File: src/hdl/dmaab_defs.svh
// register offsets, field positions and timing counts of the dma abort/wait controller
`ifndef DMAAB_DEFS_SVH
`define DMAAB_DEFS_SVH

// ---------------------------------------------------------------
// register map
// ---------------------------------------------------------------
`define DMAAB_OFS_PORT 3'h0
`define DMAAB_OFS_MEM 3'h1
`define DMAAB_OFS_CNT 3'h2
`define DMAAB_OFS_MODE 3'h3
`define DMAAB_OFS_CTRL 3'h4
`define DMAAB_OFS_GCR 8'h10
`define DMAAB_OFS_STAT 8'h11
`define DMAAB_OFS_CLR 8'h13
`define DMAAB_CLR_VALUE 8'hF0
`define DMAAB_RESET_VALUE 8'h00

// ---------------------------------------------------------------
// field positions
// ---------------------------------------------------------------
`define DMAAB_CTRL_EN 5
`define DMAAB_GCR_ABORT_EN 2
`define DMAAB_GCR_EXT_TOP 3
`define DMAAB_GCR_EXT_EN 4
`define DMAAB_MODE_AUTO 0
`define DMAAB_MODE_DEMAND 1
`define DMAAB_MODE_POL 2
`define DMAAB_MODE_DEC 3
`define DMAAB_TYPE_MM 2'h0
`define DMAAB_TYPE_M2IO 2'h1
`define DMAAB_TYPE_IO2M 2'h2

// ---------------------------------------------------------------
// timing
// ---------------------------------------------------------------
`define DMAAB_BUS_CYCLE_CLKS 4
`define DMAAB_RESUME_HALF_CLKS 3
`define DMAAB_RESUME_CYCLES (`DMAAB_BUS_CYCLE_CLKS + (`DMAAB_RESUME_HALF_CLKS + 1) / 2)

`endif

File: src/hdl/dmaab_pkg.sv
// types shared by the dma abort/wait controller
package dmaab_pkg;
	typedef enum logic [1:0] {
		DMAAB_OWN_IDLE = 2'b00,
		DMAAB_OWN_DMA = 2'b01,
		DMAAB_OWN_EXT = 2'b10
	} dmaab_owner_e;

	typedef enum logic [1:0] {
		DMAAB_PH_S1 = 2'b00,
		DMAAB_PH_S2 = 2'b01,
		DMAAB_PH_S3 = 2'b10,
		DMAAB_PH_S4 = 2'b11
	} dmaab_phase_e;

	typedef struct packed {
		logic [7:0] addr;
		logic [7:0] wdata;
		logic rd;
		logic wr;
		logic io;
	} dmaab_bus_s;

	typedef struct packed {
		logic [1:0] nmi_sync;
		logic nmi_prev;
		logic [1:0] rdy_sync;
		logic [1:0] xreq_sync;
		logic [1:0][1:0] transfer_request_sync;
		logic [1:0] transfer_request_prev;
		logic [1:0][7:0] port;
		logic [1:0][7:0] mem;
		logic [1:0][7:0] cnt;
		logic [1:0][7:0] bport;
		logic [1:0][7:0] bmem;
		logic [1:0][7:0] bcnt;
		logic [1:0][5:0] mode;
		logic [1:0] en;
		logic [1:0] single_pend;
		logic [7:0] gcr;
		logic abort_flag;
		logic stop_pend;
		logic grace;
		logic [3:0] resume_cnt;
		dmaab_owner_e owner;
		dmaab_phase_e phase;
		logic ch;
		logic [7:0] hold;
		logic [7:0] rdata;
	} dmaab_state_s;
endpackage

File: src/hdl/dmaab_ctrl.sv
// two-channel byte dma bus control: nmi abort/resume, external master, wait, reset
`timescale 1ns/1ps
`include "dmaab_defs.svh"

module dmaab_ctrl #(
	parameter logic [3:0] RESUME_CYCLES = 4'(`DMAAB_RESUME_CYCLES)
) (
	input wire logic i_clk,
	input wire logic i_rst_n,
	input wire logic i_clk_en,
	input wire logic [7:0] i_addr,
	input wire logic [7:0] i_wr_data,
	input wire logic i_wr_stb,
	input wire logic i_rd_stb,
	output logic [7:0] o_rd_data,
	input wire logic i_nmi_n,
	input wire logic i_external_wait_ready,
	input wire logic [1:0] i_transfer_request,
	input wire logic i_ext_master_bus_request_n,
	output logic o_ext_master_bus_grant_n,
	output logic o_bus_req,
	input wire logic i_bus_grant,
	input wire logic [7:0] i_bus_rdata,
	output dmaab_pkg::dmaab_bus_s o_bus,
	output logic [1:0] o_transfer_acknowledge_n,
	output logic o_port_address_latch_strobe,
	output logic o_terminal_count
);
	import dmaab_pkg::*;

	dmaab_state_s r_reg;
	dmaab_state_s r_next;

	// ---------------------------------------------------------------
	// helpers
	// ---------------------------------------------------------------
	function automatic logic f_memmem(input logic [5:0] mode);
		f_memmem = (mode[5:4] == `DMAAB_TYPE_MM);
	endfunction

	function automatic logic [7:0] f_step(input logic [7:0] v, input logic dec);
		f_step = dec ? 8'(v - 8'h01) : 8'(v + 8'h01);
	endfunction

	// the count register reads 01 on the last byte; 00 means a full 256
	function automatic logic f_last(input logic [7:0] count);
		f_last = (count == 8'h01);
	endfunction

	// ---------------------------------------------------------------
	// requests and arbitration terms
	// ---------------------------------------------------------------
	logic nmi_fall;
	logic wait_now;
	logic ext_req;
	logic ext_top;
	logic blocked;
	logic dma_want;
	logic ext_may;
	logic [1:0] req;
	logic [1:0] transfer_request_edge;
	logic [5:0] act_mode;
	logic dma_own;
	logic ext_own;
	logic resuming;

	// the edge detector reads only the second sync flop, never the first
	assign nmi_fall = r_reg.nmi_prev & ~r_reg.nmi_sync[1];
	assign wait_now = ~r_reg.rdy_sync[1];
	assign ext_req = r_reg.gcr[`DMAAB_GCR_EXT_EN] & ~r_reg.xreq_sync[1];
	assign ext_top = r_reg.gcr[`DMAAB_GCR_EXT_TOP];
	assign resuming = (r_reg.resume_cnt != 4'h0);
	assign blocked = r_reg.abort_flag | resuming;
	// a late nmi edge still allows the byte already committed
	assign dma_want = (|req) & (~blocked | r_reg.grace);
	// bottom priority waits for every pending or paused channel
	assign ext_may = ext_req & (ext_top | ~(|req));
	assign act_mode = r_reg.mode[r_reg.ch];
	assign dma_own = (r_reg.owner == DMAAB_OWN_DMA);
	assign ext_own = (r_reg.owner == DMAAB_OWN_EXT);

	always_comb begin
		req = 2'b00;
		transfer_request_edge = 2'b00;
		for (int c = 0; c < 2; c++) begin
			logic s;
			logic p;
			logic lvl;
			s = r_reg.transfer_request_sync[c][1];
			p = r_reg.mode[c][`DMAAB_MODE_POL];
			lvl = p ? s : ~s;
			transfer_request_edge[c] = p ? (~r_reg.transfer_request_prev[c] & s) : (r_reg.transfer_request_prev[c] & ~s);
			if (f_memmem(r_reg.mode[c])) begin
				req[c] = r_reg.en[c];
			end else if (r_reg.mode[c][`DMAAB_MODE_DEMAND]) begin
				req[c] = r_reg.en[c] & lvl;
			end else begin
				req[c] = r_reg.en[c] & r_reg.single_pend[c];
			end
		end
	end

	// ---------------------------------------------------------------
	// next state
	// ---------------------------------------------------------------
	always_comb begin
		logic c;
		logic [2:0] sub;
		logic blk;
		logic tc;
		r_next = r_reg;
		c = i_addr[3];
		sub = i_addr[2:0];
		blk = (i_addr[7:4] == 4'h0);
		tc = f_last(r_reg.cnt[r_reg.ch]);

		r_next.nmi_sync = {r_reg.nmi_sync[0], i_nmi_n};
		r_next.nmi_prev = r_reg.nmi_sync[1];
		r_next.rdy_sync = {r_reg.rdy_sync[0], i_external_wait_ready};
		r_next.xreq_sync = {r_reg.xreq_sync[0], i_ext_master_bus_request_n};
		for (int k = 0; k < 2; k++) begin
			r_next.transfer_request_sync[k] = {r_reg.transfer_request_sync[k][0], i_transfer_request[k]};
			r_next.transfer_request_prev[k] = r_reg.transfer_request_sync[k][1];
		end

		// one bus cycle plus three half clocks, rounded up to whole clocks
		if (resuming) begin
			r_next.resume_cnt = 4'(r_reg.resume_cnt - 4'h1);
		end

		unique case (r_reg.owner)
			DMAAB_OWN_IDLE: begin
				r_next.grace = 1'b0;
				if (i_bus_grant) begin
					if (ext_may) begin
						r_next.owner = DMAAB_OWN_EXT;
					end else if (dma_want) begin
						// channel 1 outranks channel 0, re-decided every byte
						r_next.owner = DMAAB_OWN_DMA;
						r_next.phase = DMAAB_PH_S1;
						r_next.ch = req[1];
						r_next.stop_pend = 1'b0;
					end
				end
			end
			DMAAB_OWN_EXT: begin
				// no byte boundary here: the external master lets go when it pleases
				if (!ext_req) begin
					r_next.owner = DMAAB_OWN_IDLE;
				end
			end
			DMAAB_OWN_DMA: begin
				unique case (r_reg.phase)
					DMAAB_PH_S1: begin
						r_next.phase = DMAAB_PH_S2;
					end
					DMAAB_PH_S2: begin
						// the source byte is captured as the read phase ends
						if (!(wait_now && f_memmem(act_mode))) begin
							r_next.phase = DMAAB_PH_S3;
							r_next.hold = i_bus_rdata;
						end
					end
					DMAAB_PH_S3: begin
						if (!wait_now) begin
							r_next.phase = DMAAB_PH_S4;
							r_next.stop_pend = r_reg.abort_flag;
						end
					end
					DMAAB_PH_S4: begin
						// byte boundary: always hand back, idle re-arbitrates
						r_next.owner = DMAAB_OWN_IDLE;
						r_next.grace = ~r_reg.stop_pend;
						r_next.cnt[r_reg.ch] = 8'(r_reg.cnt[r_reg.ch] - 8'h01);
						r_next.mem[r_reg.ch] = f_step(r_reg.mem[r_reg.ch],
							act_mode[`DMAAB_MODE_DEC]);
						if (f_memmem(act_mode)) begin
							r_next.port[r_reg.ch] = f_step(r_reg.port[r_reg.ch],
								act_mode[`DMAAB_MODE_DEC]);
						end
						r_next.single_pend[r_reg.ch] = 1'b0;
						if (tc) begin
							if (act_mode[`DMAAB_MODE_AUTO] && !f_memmem(act_mode)) begin
								r_next.port[r_reg.ch] = r_reg.bport[r_reg.ch];
								r_next.mem[r_reg.ch] = r_reg.bmem[r_reg.ch];
								r_next.cnt[r_reg.ch] = r_reg.bcnt[r_reg.ch];
							end else begin
								r_next.en[r_reg.ch] = 1'b0;
							end
						end
					end
				endcase
			end
			default: begin
				r_next.owner = DMAAB_OWN_IDLE;
			end
		endcase

		// requests on disabled channels are not remembered
		for (int k = 0; k < 2; k++) begin
			if (r_reg.en[k] && transfer_request_edge[k]) begin
				r_next.single_pend[k] = 1'b1;
			end
		end

		// ---------------------------------------------------------------
		// register writes
		// ---------------------------------------------------------------
		if (i_wr_stb) begin
			if (blk && sub == `DMAAB_OFS_CTRL) begin
				r_next.en[c] = i_wr_data[`DMAAB_CTRL_EN];
			end else if (blk && sub < `DMAAB_OFS_CTRL) begin
				// touching a channel register stops that channel
				r_next.en[c] = 1'b0;
				r_next.single_pend[c] = 1'b0;
				unique case (sub)
					`DMAAB_OFS_PORT: begin
						r_next.port[c] = i_wr_data;
						r_next.bport[c] = i_wr_data;
					end
					`DMAAB_OFS_MEM: begin
						r_next.mem[c] = i_wr_data;
						r_next.bmem[c] = i_wr_data;
					end
					`DMAAB_OFS_CNT: begin
						r_next.cnt[c] = i_wr_data;
						r_next.bcnt[c] = i_wr_data;
					end
					default: begin
						r_next.mode[c] = i_wr_data[5:0];
					end
				endcase
			end else if (i_addr == `DMAAB_OFS_GCR) begin
				r_next.gcr = i_wr_data;
			end else if (i_addr == `DMAAB_OFS_CLR && i_wr_data == `DMAAB_CLR_VALUE) begin
				r_next.abort_flag = 1'b0;
				r_next.resume_cnt = RESUME_CYCLES;
			end
		end

		// a new nmi edge beats a clear in the same cycle
		if (r_reg.gcr[`DMAAB_GCR_ABORT_EN] && nmi_fall) begin
			r_next.abort_flag = 1'b1;
		end

		// ---------------------------------------------------------------
		// register reads, data valid only in the following cycle
		// ---------------------------------------------------------------
		r_next.rdata = `DMAAB_RESET_VALUE;
		if (i_rd_stb) begin
			if (blk && sub <= `DMAAB_OFS_CTRL) begin
				unique case (sub)
					`DMAAB_OFS_PORT: r_next.rdata = r_reg.port[c];
					`DMAAB_OFS_MEM: r_next.rdata = r_reg.mem[c];
					`DMAAB_OFS_CNT: r_next.rdata = r_reg.cnt[c];
					`DMAAB_OFS_MODE: r_next.rdata = {2'b00, r_reg.mode[c]};
					default: r_next.rdata = 8'(r_reg.en[c]) << `DMAAB_CTRL_EN;
				endcase
			end else if (i_addr == `DMAAB_OFS_GCR) begin
				r_next.rdata = r_reg.gcr;
			end else if (i_addr == `DMAAB_OFS_STAT) begin
				r_next.rdata = {4'h0, ext_own, dma_own, resuming, r_reg.abort_flag};
			end
		end
	end

	// clearing the whole struct zeroes every register and drops ownership
	always_ff @(posedge i_clk or negedge i_rst_n) begin
		if (!i_rst_n) begin
			r_reg <= '0;
		end else if (i_clk_en) begin
			r_reg <= r_next;
		end
	end

	// ---------------------------------------------------------------
	// outputs
	// ---------------------------------------------------------------
	logic phase_a;
	logic [1:0] ty;
	assign phase_a = (r_reg.phase == DMAAB_PH_S1) || (r_reg.phase == DMAAB_PH_S2);
	assign ty = act_mode[5:4];

	always_comb begin
		// only the read byte is held; addresses come from the live registers
		o_bus = '0;
		o_bus.wdata = r_reg.hold;
		if (dma_own) begin
			if (phase_a) begin
				o_bus.rd = 1'b1;
				o_bus.io = (ty == `DMAAB_TYPE_IO2M);
				o_bus.addr = (ty == `DMAAB_TYPE_M2IO) ? r_reg.mem[r_reg.ch] :
					r_reg.port[r_reg.ch];
			end else begin
				o_bus.wr = 1'b1;
				o_bus.io = (ty == `DMAAB_TYPE_M2IO);
				o_bus.addr = (ty == `DMAAB_TYPE_M2IO) ? r_reg.port[r_reg.ch] :
					r_reg.mem[r_reg.ch];
			end
		end
	end

	assign o_rd_data = r_reg.rdata;
	// held while owned, so the cpu never takes the bus back mid-byte
	assign o_bus_req = dma_own || ext_own || dma_want || ext_may;
	assign o_ext_master_bus_grant_n = ~ext_own;

	// ---------------------------------------------------------------
	// channel strobes
	// ---------------------------------------------------------------
	assign o_transfer_acknowledge_n[0] = ~(dma_own && !r_reg.ch);
	assign o_transfer_acknowledge_n[1] = ~(dma_own && r_reg.ch);
	// the port address goes out for any i/o type, hence the parked base address
	assign o_port_address_latch_strobe = dma_own && (r_reg.phase == DMAAB_PH_S1) &&
		!f_memmem(act_mode);
	assign o_terminal_count = dma_own && (r_reg.phase == DMAAB_PH_S4) &&
		f_last(r_reg.cnt[r_reg.ch]);
endmodule

File: config.mk
export PLATFORM = sky130hd
export DESIGN_NAME = dmaab_ctrl
export DESIGN_NICKNAME = d
export VERILOG_FILES = /design/src/hdl/dmaab_pkg.sv /design/src/hdl/dmaab_ctrl.sv
export VERILOG_INCLUDE_DIRS = /design/src /design/src/hdl
export SDC_FILE = /design/constraint.sdc
export NUM_CORES = 1
export LEC_CHECK = 0
export BUFFER_PORTS_ARGS = -buffer_cell sky130_fd_sc_hd__buf_4
export CAP_MARGIN = 10
export CORE_UTILIZATION = 42
export DETAILED_ROUTE_END_ITERATION = 10
export PLACE_DENSITY = 0.64
export SLEW_MARGIN = 15
export SYNTH_ARGS = -nofsm -noshare
export SYNTH_HDL_FRONTEND = slang
export SYNTH_SLANG_ARGS = --single-unit
export TNS_END_PERCENT = 30
File: constraint.sdc
create_clock -name i_clk -period 3.4 [get_ports i_clk]
set_clock_uncertainty 0.05 [all_clocks]
set_input_delay 0.68 -clock i_clk [delete_from_list [all_inputs] [get_ports i_clk]]
set_output_delay 0.68 -clock i_clk [all_outputs]
set_load 0.01 [all_outputs]
**After elaboration in Yosys (flattened, before gate mapping)**

Index checks and enable logic that the tools add are counted.

- Register bits after elaboration: 161
- Logic and storage cells: 287

- Reduce and logical (&&, ||, !) cells: 48
- Mux-type cells: 125
- $add $sub $neg: 6
- Bitwise operators: 39
- Order comparisons: 6
- Equality and inequality tests: 30

Operators by type and width:

| operator | number |
|---|---|
| 8-bit 2-to-1 mux | 30 |
| 16-bit bitwise mux | 12 |
| 48-bit 2-to-1 mux | 4 |
| 16-bit 2-to-1 mux | 9 |
| 121-bit 2-to-1 mux | 1 |
| 112-bit 2-to-1 mux | 1 |
| 108-bit 2-to-1 mux | 1 |
| 4-bit 2-to-1 mux | 9 |
| 5-bit AND reduction | 7 |
| 8-bit one-hot mux with 4 select lines | 1 |
| 6-bit 2-to-1 mux | 5 |
| 1-bit 2-to-1 mux | 26 |
| 8-bit by 5-bit equality test with 1-bit output, second input constant | 3 |
| 8-bit by 1-bit subtractor with 8-bit output, second input constant | 3 |
| 1-bit inverter | 18 |
| 1-bit logical AND | 17 |
| 8-bit by 1-bit adder with 8-bit output, second input constant | 2 |
| 8-bit demux with 1-bit select | 2 |
| 2-bit 2-to-1 mux | 8 |
| 1-bit bitwise AND | 12 |
| 12-bit bitwise mux | 1 |
| 12-bit 2-to-1 mux | 1 |
| 2-bit one-hot mux with 3 select lines | 2 |
| 11-bit 2-to-1 mux | 1 |
| other kinds (40) | 78 |

**Logic depth before layout (Yosys ltp)**

Gate-level depths: netlist of run 1.

- Depth after elaboration: 19
- Depth in mapped cells: 14
- Mapped depth without buffers: 9

**Least setup slack after synthesis of run 1**

Ideal clock, no wire load.

- Kind: register -> register
- Start: register r_reg[16] (netlist name)
- End: register r_reg[130] (netlist name)
- Setup time: 104 ps
- Clock period less this slack: 3,562 ps
- Data required time: 3,246 ps
- Path buffers: 5
- Path slack: -162 ps
- Data arrival time: 3,408 ps
- Stages on the path, launching flop included: 15
- Cell sequence: dfrtp_1 > buf_2 > buf_6 > buf_4 > buf_2 > buf_2 > mux2i_1 > inv_1 > ha_1 > nor2b_1 > o31a_1 > or4b_1 > a31oi_1 > a211oi_1 > o41ai_2

- Word-level cells in the longest chain between the ends: 15
- Elaborated cells between the ends (all ways): 31

Ends and longest elaborated chain:

| element | line | text |
|---|---|---|
| start: declaration | dmaab_ctrl.sv:31 | `dmaab_state_s r_reg;` |
| start signal: assignment | dmaab_ctrl.sv:272 | `r_reg <= r_next;` |
| 8-bit 2-to-1 mux (not written as such) (tied with other cells) | dmaab_ctrl.sv:175 | `r_next.mem[r_reg.ch] = f_step(r_reg.mem[r_reg.ch],` |
| 8-bit 2-to-1 mux (not written as such) or 1-bit logical AND (tied branches) | dmaab_ctrl.sv:175, dmaab_ctrl.sv:185 |  |
| 8-bit by 1-bit adder with 8-bit output (tied with other cells) | dmaab_ctrl.sv:42 | `f_step = dec ? 8'(v - 8'h01) : 8'(v + 8'h01);` |
| 8-bit 2-to-1 mux or 8-bit demux with 1-bit select (tied branches) | dmaab_ctrl.sv:42, dmaab_ctrl.sv:175, dmaab_ctrl.sv:185 |  |
| 16-bit bitwise mux | dmaab_ctrl.sv:175 |  |
| 16-bit bitwise mux | dmaab_ctrl.sv:185 | `r_next.mem[r_reg.ch] = r_reg.bmem[r_reg.ch];` |
| 48-bit 2-to-1 mux | dmaab_ctrl.sv:183 | `` if (act_mode[`DMAAB_MODE_AUTO] && !f_memmem(act_mode)) begin `` |
| 48-bit 2-to-1 mux (*) | dmaab_ctrl.sv:182 | `if (tc) begin` |
| 48-bit 2-to-1 mux (*) | dmaab_ctrl.sv:153 | `unique case (r_reg.phase)` |
| 48-bit 2-to-1 mux (*) | dmaab_ctrl.sv:131 | `unique case (r_reg.owner)` |
| 16-bit bitwise mux | dmaab_ctrl.sv:222 | `r_next.mem[c] = i_wr_data;` |
| 16-bit 2-to-1 mux | dmaab_ctrl.sv:216 | `unique case (sub)` |
| 112-bit 2-to-1 mux | dmaab_ctrl.sv:212 | `` end else if (blk && sub < `DMAAB_OFS_CTRL) begin `` |
| 108-bit 2-to-1 mux | dmaab_ctrl.sv:210 | `` if (blk && sub == `DMAAB_OFS_CTRL) begin `` |
| 121-bit 2-to-1 mux (*) | dmaab_ctrl.sv:209 | `if (i_wr_stb) begin` |

Mark *: on every way between the ends. The rest lies on a longest branch, timed or not. The select of a mux whose other input is x is not followed.
A chain may end at the register's enable or synchronous reset.

**Worst setup path in the final report of run 1**

- Start: register r_reg[16] (netlist name)
- End: output o_terminal_count

- Word-level cells in the longest chain between the ends: 4

Ends and longest elaborated chain:

| element | line | text |
|---|---|---|
| 8-bit 2-to-1 mux (not written as such) (2 in a row) | dmaab_ctrl.sv:317 | `f_last(r_reg.cnt[r_reg.ch]);` |
| 8-bit by 1-bit equality test with 1-bit output | dmaab_ctrl.sv:47 | `f_last = (count == 8'h01);` |
| 1-bit logical AND | dmaab_ctrl.sv:316 | `assign o_terminal_count = dma_own && (r_reg.phase == DMAAB_PH_S4) &&` |
| end: declaration | dmaab_ctrl.sv:27 | `output logic o_terminal_count` |

No other way between the ends. The select of a mux whose other input is x is not followed.

==> impl_metrics.env, run 1 <==
export IMPL_status="complete, no violations"
export IMPL_antenna_found_initial=0
export IMPL_cts_sinks=161
export IMPL_ys_ff_latch=161
export IMPL_portBuffers=67
export IMPL_async_reset_ff_share_pct=100
export IMPL_syn_area_per_cell_sq_um=9.63
export IMPL_ant_nets=0
export IMPL_power_w=0.00634
export IMPL_critPathMaxFanout=34
export IMPL_ctsResizeCount=0
export IMPL_grt_max_degree=77
export IMPL_initial_core_util_pct=43.0
export IMPL_routed_via_count=8894
export IMPL_required_ns=2.67
export IMPL_drv_slew=0
export IMPL_syn2layout_area_growth_pct=14.6
export IMPL_fin_crit_ns=3.34
export IMPL_multi_input_area_sq_um=5610
export IMPL_drt_wirelength_per_cell_microns=23.2
export IMPL_grt_usage_pct=27.7
export IMPL_critical_path_top_delay_family="flip-flops"
export IMPL_routed_via_density=6.22
export IMPL_setup_viol=0
export IMPL_worstSetupPathType="register to output port"
export IMPL_cts_tree="yes"
export IMPL_post_place_ws_ns=0.310
export IMPL_max_freq_mhz=299
export IMPL_core_area_sq_um=23500
export IMPL_start_kind="register"
export IMPL_end_kind="output port"
export IMPL_grt_pass1_wl_microns=51200
export IMPL_crit_buf_inv=2
export IMPL_ys_types=93
export IMPL_seq_area_sq_um=4030
export IMPL_seq_area_frac_synth_pct=39.8
export IMPL_hold_viol=0
export IMPL_grt_ovfl_total=0
export IMPL_worst_slew_margin_rel_pct=48.6
export IMPL_cts_root_buf="clkbuf_16"
export IMPL_clock_path_buffers=2
export IMPL_fin_crit_sh_pct=98.3
export IMPL_grt_pass1_vias=8635
export IMPL_instances_no_fill=1429
export IMPL_n_antenna_cell=0
export IMPL_layout_commonest_cell="dfrtp_1"
export IMPL_power_density_nw_per_um2=546
export IMPL_layout_drive_gt1_share_pct=23.1
export IMPL_ir_worst_vdd_mv=0.316
export IMPL_clock_latency_ns=0.44
export IMPL_synth_edf_count=0
export IMPL_timing_setup_tns_ns=0
export IMPL_place_congestion=0.978
export IMPL_synth_flop_cell="dfrtp_1"
export IMPL_crit_path_max_incr_delay_ns=0.58
export IMPL_cts_inserted_buffers=17
export IMPL_wirelength_microns=33100
export IMPL_drtIter0Drc=974
export IMPL_die_area_sq_um=24700
export IMPL_hold_buffers=0
export IMPL_crit_path_cell_trace="buf_12 -> mux2i_1 -> ha_1 -> o211a_1 -> nand2_1 -> nor2_1 -> buf_4"
export IMPL_drtPass1Iterations=5
export IMPL_fill_cells=2266
export IMPL_critical_path_arrival_ns=2.61
export IMPL_die_width_microns=157
export IMPL_worst_slack_ns=0.0584
export IMPL_netlist_instances=1052
export IMPL_rsz0062_at_grt="false"
export IMPL_leakagePower_nw=5.27
export IMPL_ctsHtreeMaxLevel=4
export IMPL_num_io_pins=68
export IMPL_mappedNetlistNets=1111
export IMPL_yosys_warnings=0
export IMPL_drc=0
export IMPL_fp_dieH_microns=157
export IMPL_maxCapViolCount=0
export IMPL_synth_cell_area_sq_um=10100
export IMPL_hpwl_microns=23400
export IMPL_crit_path_top_delay_cell="dfrtp_2"
export IMPL_fp_row_count=56
export IMPL_post_cts_buffers=0
export IMPL_min_path_type="input pin to async pin"
export IMPL_path_clk_slew_ns=0.07
export IMPL_fin_nets=1156
export IMPL_dp_cells=1397
export IMPL_final_cell_mix="dfrtp_1 (160), nand2_1 (122), buf_4 (96)"
export IMPL_tightest_slew_ns=0.767
## layer usage
| layer | vias to the layer above | track usage, % | part of all wire [%] |
|---|---|---|---|
| li1 | 3972 | - | - |
| met1 | 4351 | 37.4 | 42 |
| met2 | 477 | 40.9 | 44 |
| met3 | 94 | 8.18 | 10 |
| met4 | 0 | 11.9 | 3.7 |
| met5 | - | 0 | 0 |
## stage by stage
| step | util (%) | area, sq um | hold slack, ns |
|---|---|---|---|
| 4_1_cts | 49.3 | 11600 | 0.171 |
| 3_3_place_gp | 46.6 | 11000 | 0.409 |
| 3_5_place_dp | 46.6 | 11000 | 0.420 |
| 5_1_grt | 49.3 | 11600 | 0.199 |
| 6_report | 49.3 | 11600 | 0.160 |
| 2_1_floorplan | - | 10100 | 0.334 |
## cell families after synthesis
kind of cell               share of synthesized area (%)
and+or+nand+nor                                     17.3
muxes                                               12.9
AOI/OAI and AO/OA                                   20.0
xor gates and xnor gates                            1.98
buffers and inverters                               4.93
adders and majority gates                           3.11
DFF                                                 39.8
## synth_stat cells, types with 24 or more instances
cell      instances  area (sq um)
o22ai_1          26           163
nand2_1         122           458
mux2_2           80           901
mux2i_1          30           300
dfrtp_1         161          4030
inv_1            25          93.8
o21ai_0          57           285
buf_2            24           120
nor2_1           61           229
clkbuf_1         26          97.6
a21oi_1          50           250
## report_power, final
part	internal, W	switching [W]
logic	0.000767	0.000991
registers	0.00215	0.000300
clock network	0.00129	0.000840
total	0.00421	0.00213
## area by class of cell
cell class | count | share of cell area [%]
clock buffers | 21 | 4.05
clock inverters | 11 | 1.51
multi-input cells | 790 | 48.3
flip-flops and latches | 161 | 34.7
well taps | 319 | 3.44
inverters | 25 | 0.808
repair buffers | 102 | 7.17
## final timing paths
path / from / endpoint / slack (ns) / depth (start not counted)
min in group i_clk: i_nmi_n / r_next[160] / 0.42 / 2
max in group asynchronous: i_rst_n / async pin / 2.30 / 2
max reg2reg: r_reg[16] / r_reg[130] / 0.28 / 9
max: r_reg[16] / o_terminal_count / 0.06 / 7
min: i_rst_n / r_reg[20] / 0.16 / 1
min reg2reg: register / register / 0.44 / 2
(Power assumes the default switching activity.)
==> run 2: changes to the inputs <==
- CTS_BUF_LIST: unset -> sky130_fd_sc_hd__clkbuf_4
==> run 2 against run 1 <==
Net effect:
- register-to-register slack got worse by 0.05 ns
- clock-buffer cell count decreased by 3
- first-iteration DRC count increased by 26%
- setup slack improved by 0.058 ns
- sequential power about the same
- combinational power about the same
- largest power group unchanged
- clock power decreased by 38%
- total power decreased by 13%
- routed wire length decreased by 0.72%
- critical path type unchanged
- critical path depth unchanged
==> impl_metrics.env, run 2 (synthesized netlist as in run 1, its figures left out) <==
export IMPL_end_kind="output port"
export IMPL_fin_nets=1158
export IMPL_final_cell_mix="dfrtp_1 (160), nand2_1 (122), buf_4 (97)"
export IMPL_drv_slew=0
export IMPL_grt_ovfl_total=0
export IMPL_routed_via_density=6.22
export IMPL_crit_buf_inv=2
export IMPL_critical_path_arrival_ns=2.55
export IMPL_required_ns=2.67
export IMPL_swShare_pct=36.6
export IMPL_grt_pass1_vias=8521
export IMPL_place_congestion=0.978
export IMPL_ir_worst_vdd_mv=0.298
export IMPL_post_place_ws_ns=0.310
export IMPL_r2r_setup_slack_ns=0.23
export IMPL_fp_dieH_microns=157
export IMPL_power_frac_clock_pct=24.0
export IMPL_highest_layer="met4"
export IMPL_clock_path_buffers=2
export IMPL_min_path_type="input pin to register"
export IMPL_grt_pass1_wl_microns=50800
export IMPL_worst_slack_ns=0.117
export IMPL_clock_latency_ns=0.58
export IMPL_dp_cells=1397
export IMPL_fin_crit_ns=3.28
export IMPL_critPathMaxFanout=34
export IMPL_die_width_microns=157
export IMPL_layout_drive_gt1_share_pct=22.9
export IMPL_critical_path_top_delay_family="flip-flops"
export IMPL_cts_sinks=161
export IMPL_dr_wl_met3_microns=3080
export IMPL_ctsHtreeMaxLevel=4
export IMPL_fp_row_count=56
export IMPL_layout_commonest_cell="dfrtp_1"
export IMPL_status="complete, no violations"
export IMPL_grt_max_degree=77
export IMPL_maxCapViolCount=0
export IMPL_path_clk_slew_ns=0.15
export IMPL_dr_wl_met2_microns=14700
export IMPL_wl_met1_microns=14200
export IMPL_ctsResizeCount=0
export IMPL_antenna_found_initial=1
export IMPL_rsz0062_at_grt="false"
export IMPL_power_density_nw_per_um2=489
export IMPL_min_path_cells=2
export IMPL_drc=0
export IMPL_crit_path_cell_trace="buf_12 -> mux2i_1 -> ha_1 -> o211a_1 -> nand2_1 -> nor2_1 -> buf_4"
export IMPL_portBuffers=67
export IMPL_fin_crit_sh_pct=96.6
export IMPL_p_switching_w=0.00202
export IMPL_drtPass1Iterations=6
export IMPL_core_area_sq_um=23500
export IMPL_worstSetupPathType="register to output port"
export IMPL_crit_path_top_delay_cell="dfrtp_2"
export IMPL_path_depth=7
export IMPL_r2r_cells=10
export IMPL_pwr_share_seq_pct=44.2
export IMPL_cts_inserted_buffers=17
export IMPL_intPower_w=0.00350
export IMPL_timing_setup_tns_ns=0
export IMPL_setup_viol=0
export IMPL_num_io_pins=68
export IMPL_max_freq_mhz=305
export IMPL_tightest_slew_ns=0.779
export IMPL_crit_path_max_incr_delay_ns=0.43
export IMPL_routed_via_count=8915
export IMPL_initial_core_util_pct=43.0
export IMPL_drt_wirelength_per_cell_microns=22.9
export IMPL_cts_root_buf="clkbuf_4"
export IMPL_die_area_sq_um=24700
export IMPL_start_kind="register"
export IMPL_grt_usage_pct=27.4
export IMPL_ant_nets=0
export IMPL_instances_no_fill=1434
export IMPL_leakagePower_nw=5.13
export IMPL_wirelength_microns=32900
export IMPL_final_util_pct=48.0
export IMPL_hold_viol=0
export IMPL_worst_slew_margin_rel_pct=47.6
export IMPL_hpwl_microns=23400
export IMPL_p_comb_share_pct=31.8
export IMPL_cts_tree="yes"
export IMPL_syn2layout_area_growth_pct=11.6
export IMPL_drtIter0Drc=1225
## run 2: final timing paths
path                                       startpoint          endpoint
min reg2reg                                  register          register
max in group asynchronous                     i_rst_n        r_reg[134]
max                                         r_reg[16]  o_terminal_count
max reg2reg                                 r_reg[16]        r_reg[130]
min in group asynchronous                     i_rst_n         r_reg[20]
min                        i_ext_master_bus_request_n       r_next[155]
## run 2: cell type report
type / count / area, sq um
flip-flops and latches: 161 / 4030
inverters: 25 / 93.8
clock inverters: 14 / 186
well taps: 319 / 399
clock buffers: 18 / 135
diodes: 3 / 7.51
fillers: 2318 / 12200
multi-input cells: 790 / 5610
repair buffers: 104 / 850
## run 2: what timing repair did
| item | in CTS | in global routing |
|---|---|---|
| hold buffers | 1 | 0 |
| buffers inserted | 1 | 0 |
| endpoints found under the hold margin | 10 | 0 |
| endpoints found under the setup margin | 5 | 0 |
## run 2: stage by stage
step                power, W  area (sq um)  hold WS [ns]
global route         0.00581         11300         0.236
floorplan            0.00359         10100         0.334
finish               0.00553         11300         0.271
CTS                  0.00553         11300         0.233
global placement     0.00417         11000         0.409
detailed placement   0.00419         11000         0.420
## run 2: per-layer routing
layer / vias to the layer above / global-route usage, %
li1: 3976 / -
met1: 4393 / 38.7
met2: 486 / 41.0
met3: 60 / 5.48
met4: 0 / 10.2
met5: - / 0
## run 2: power by group through the flow
stage | Sequential, W | Clock, W | Combinational, W
after global routing | 0.00246 | 0.00143 | 0.00192
after floorplan | 0.00232 | 0 | 0.00126
after CTS | 0.00243 | 0.00136 | 0.00174
final | 0.00244 | 0.00133 | 0.00176
after detailed placement | 0.00247 | 0 | 0.00173
after global placement | 0.00246 | 0 | 0.00171
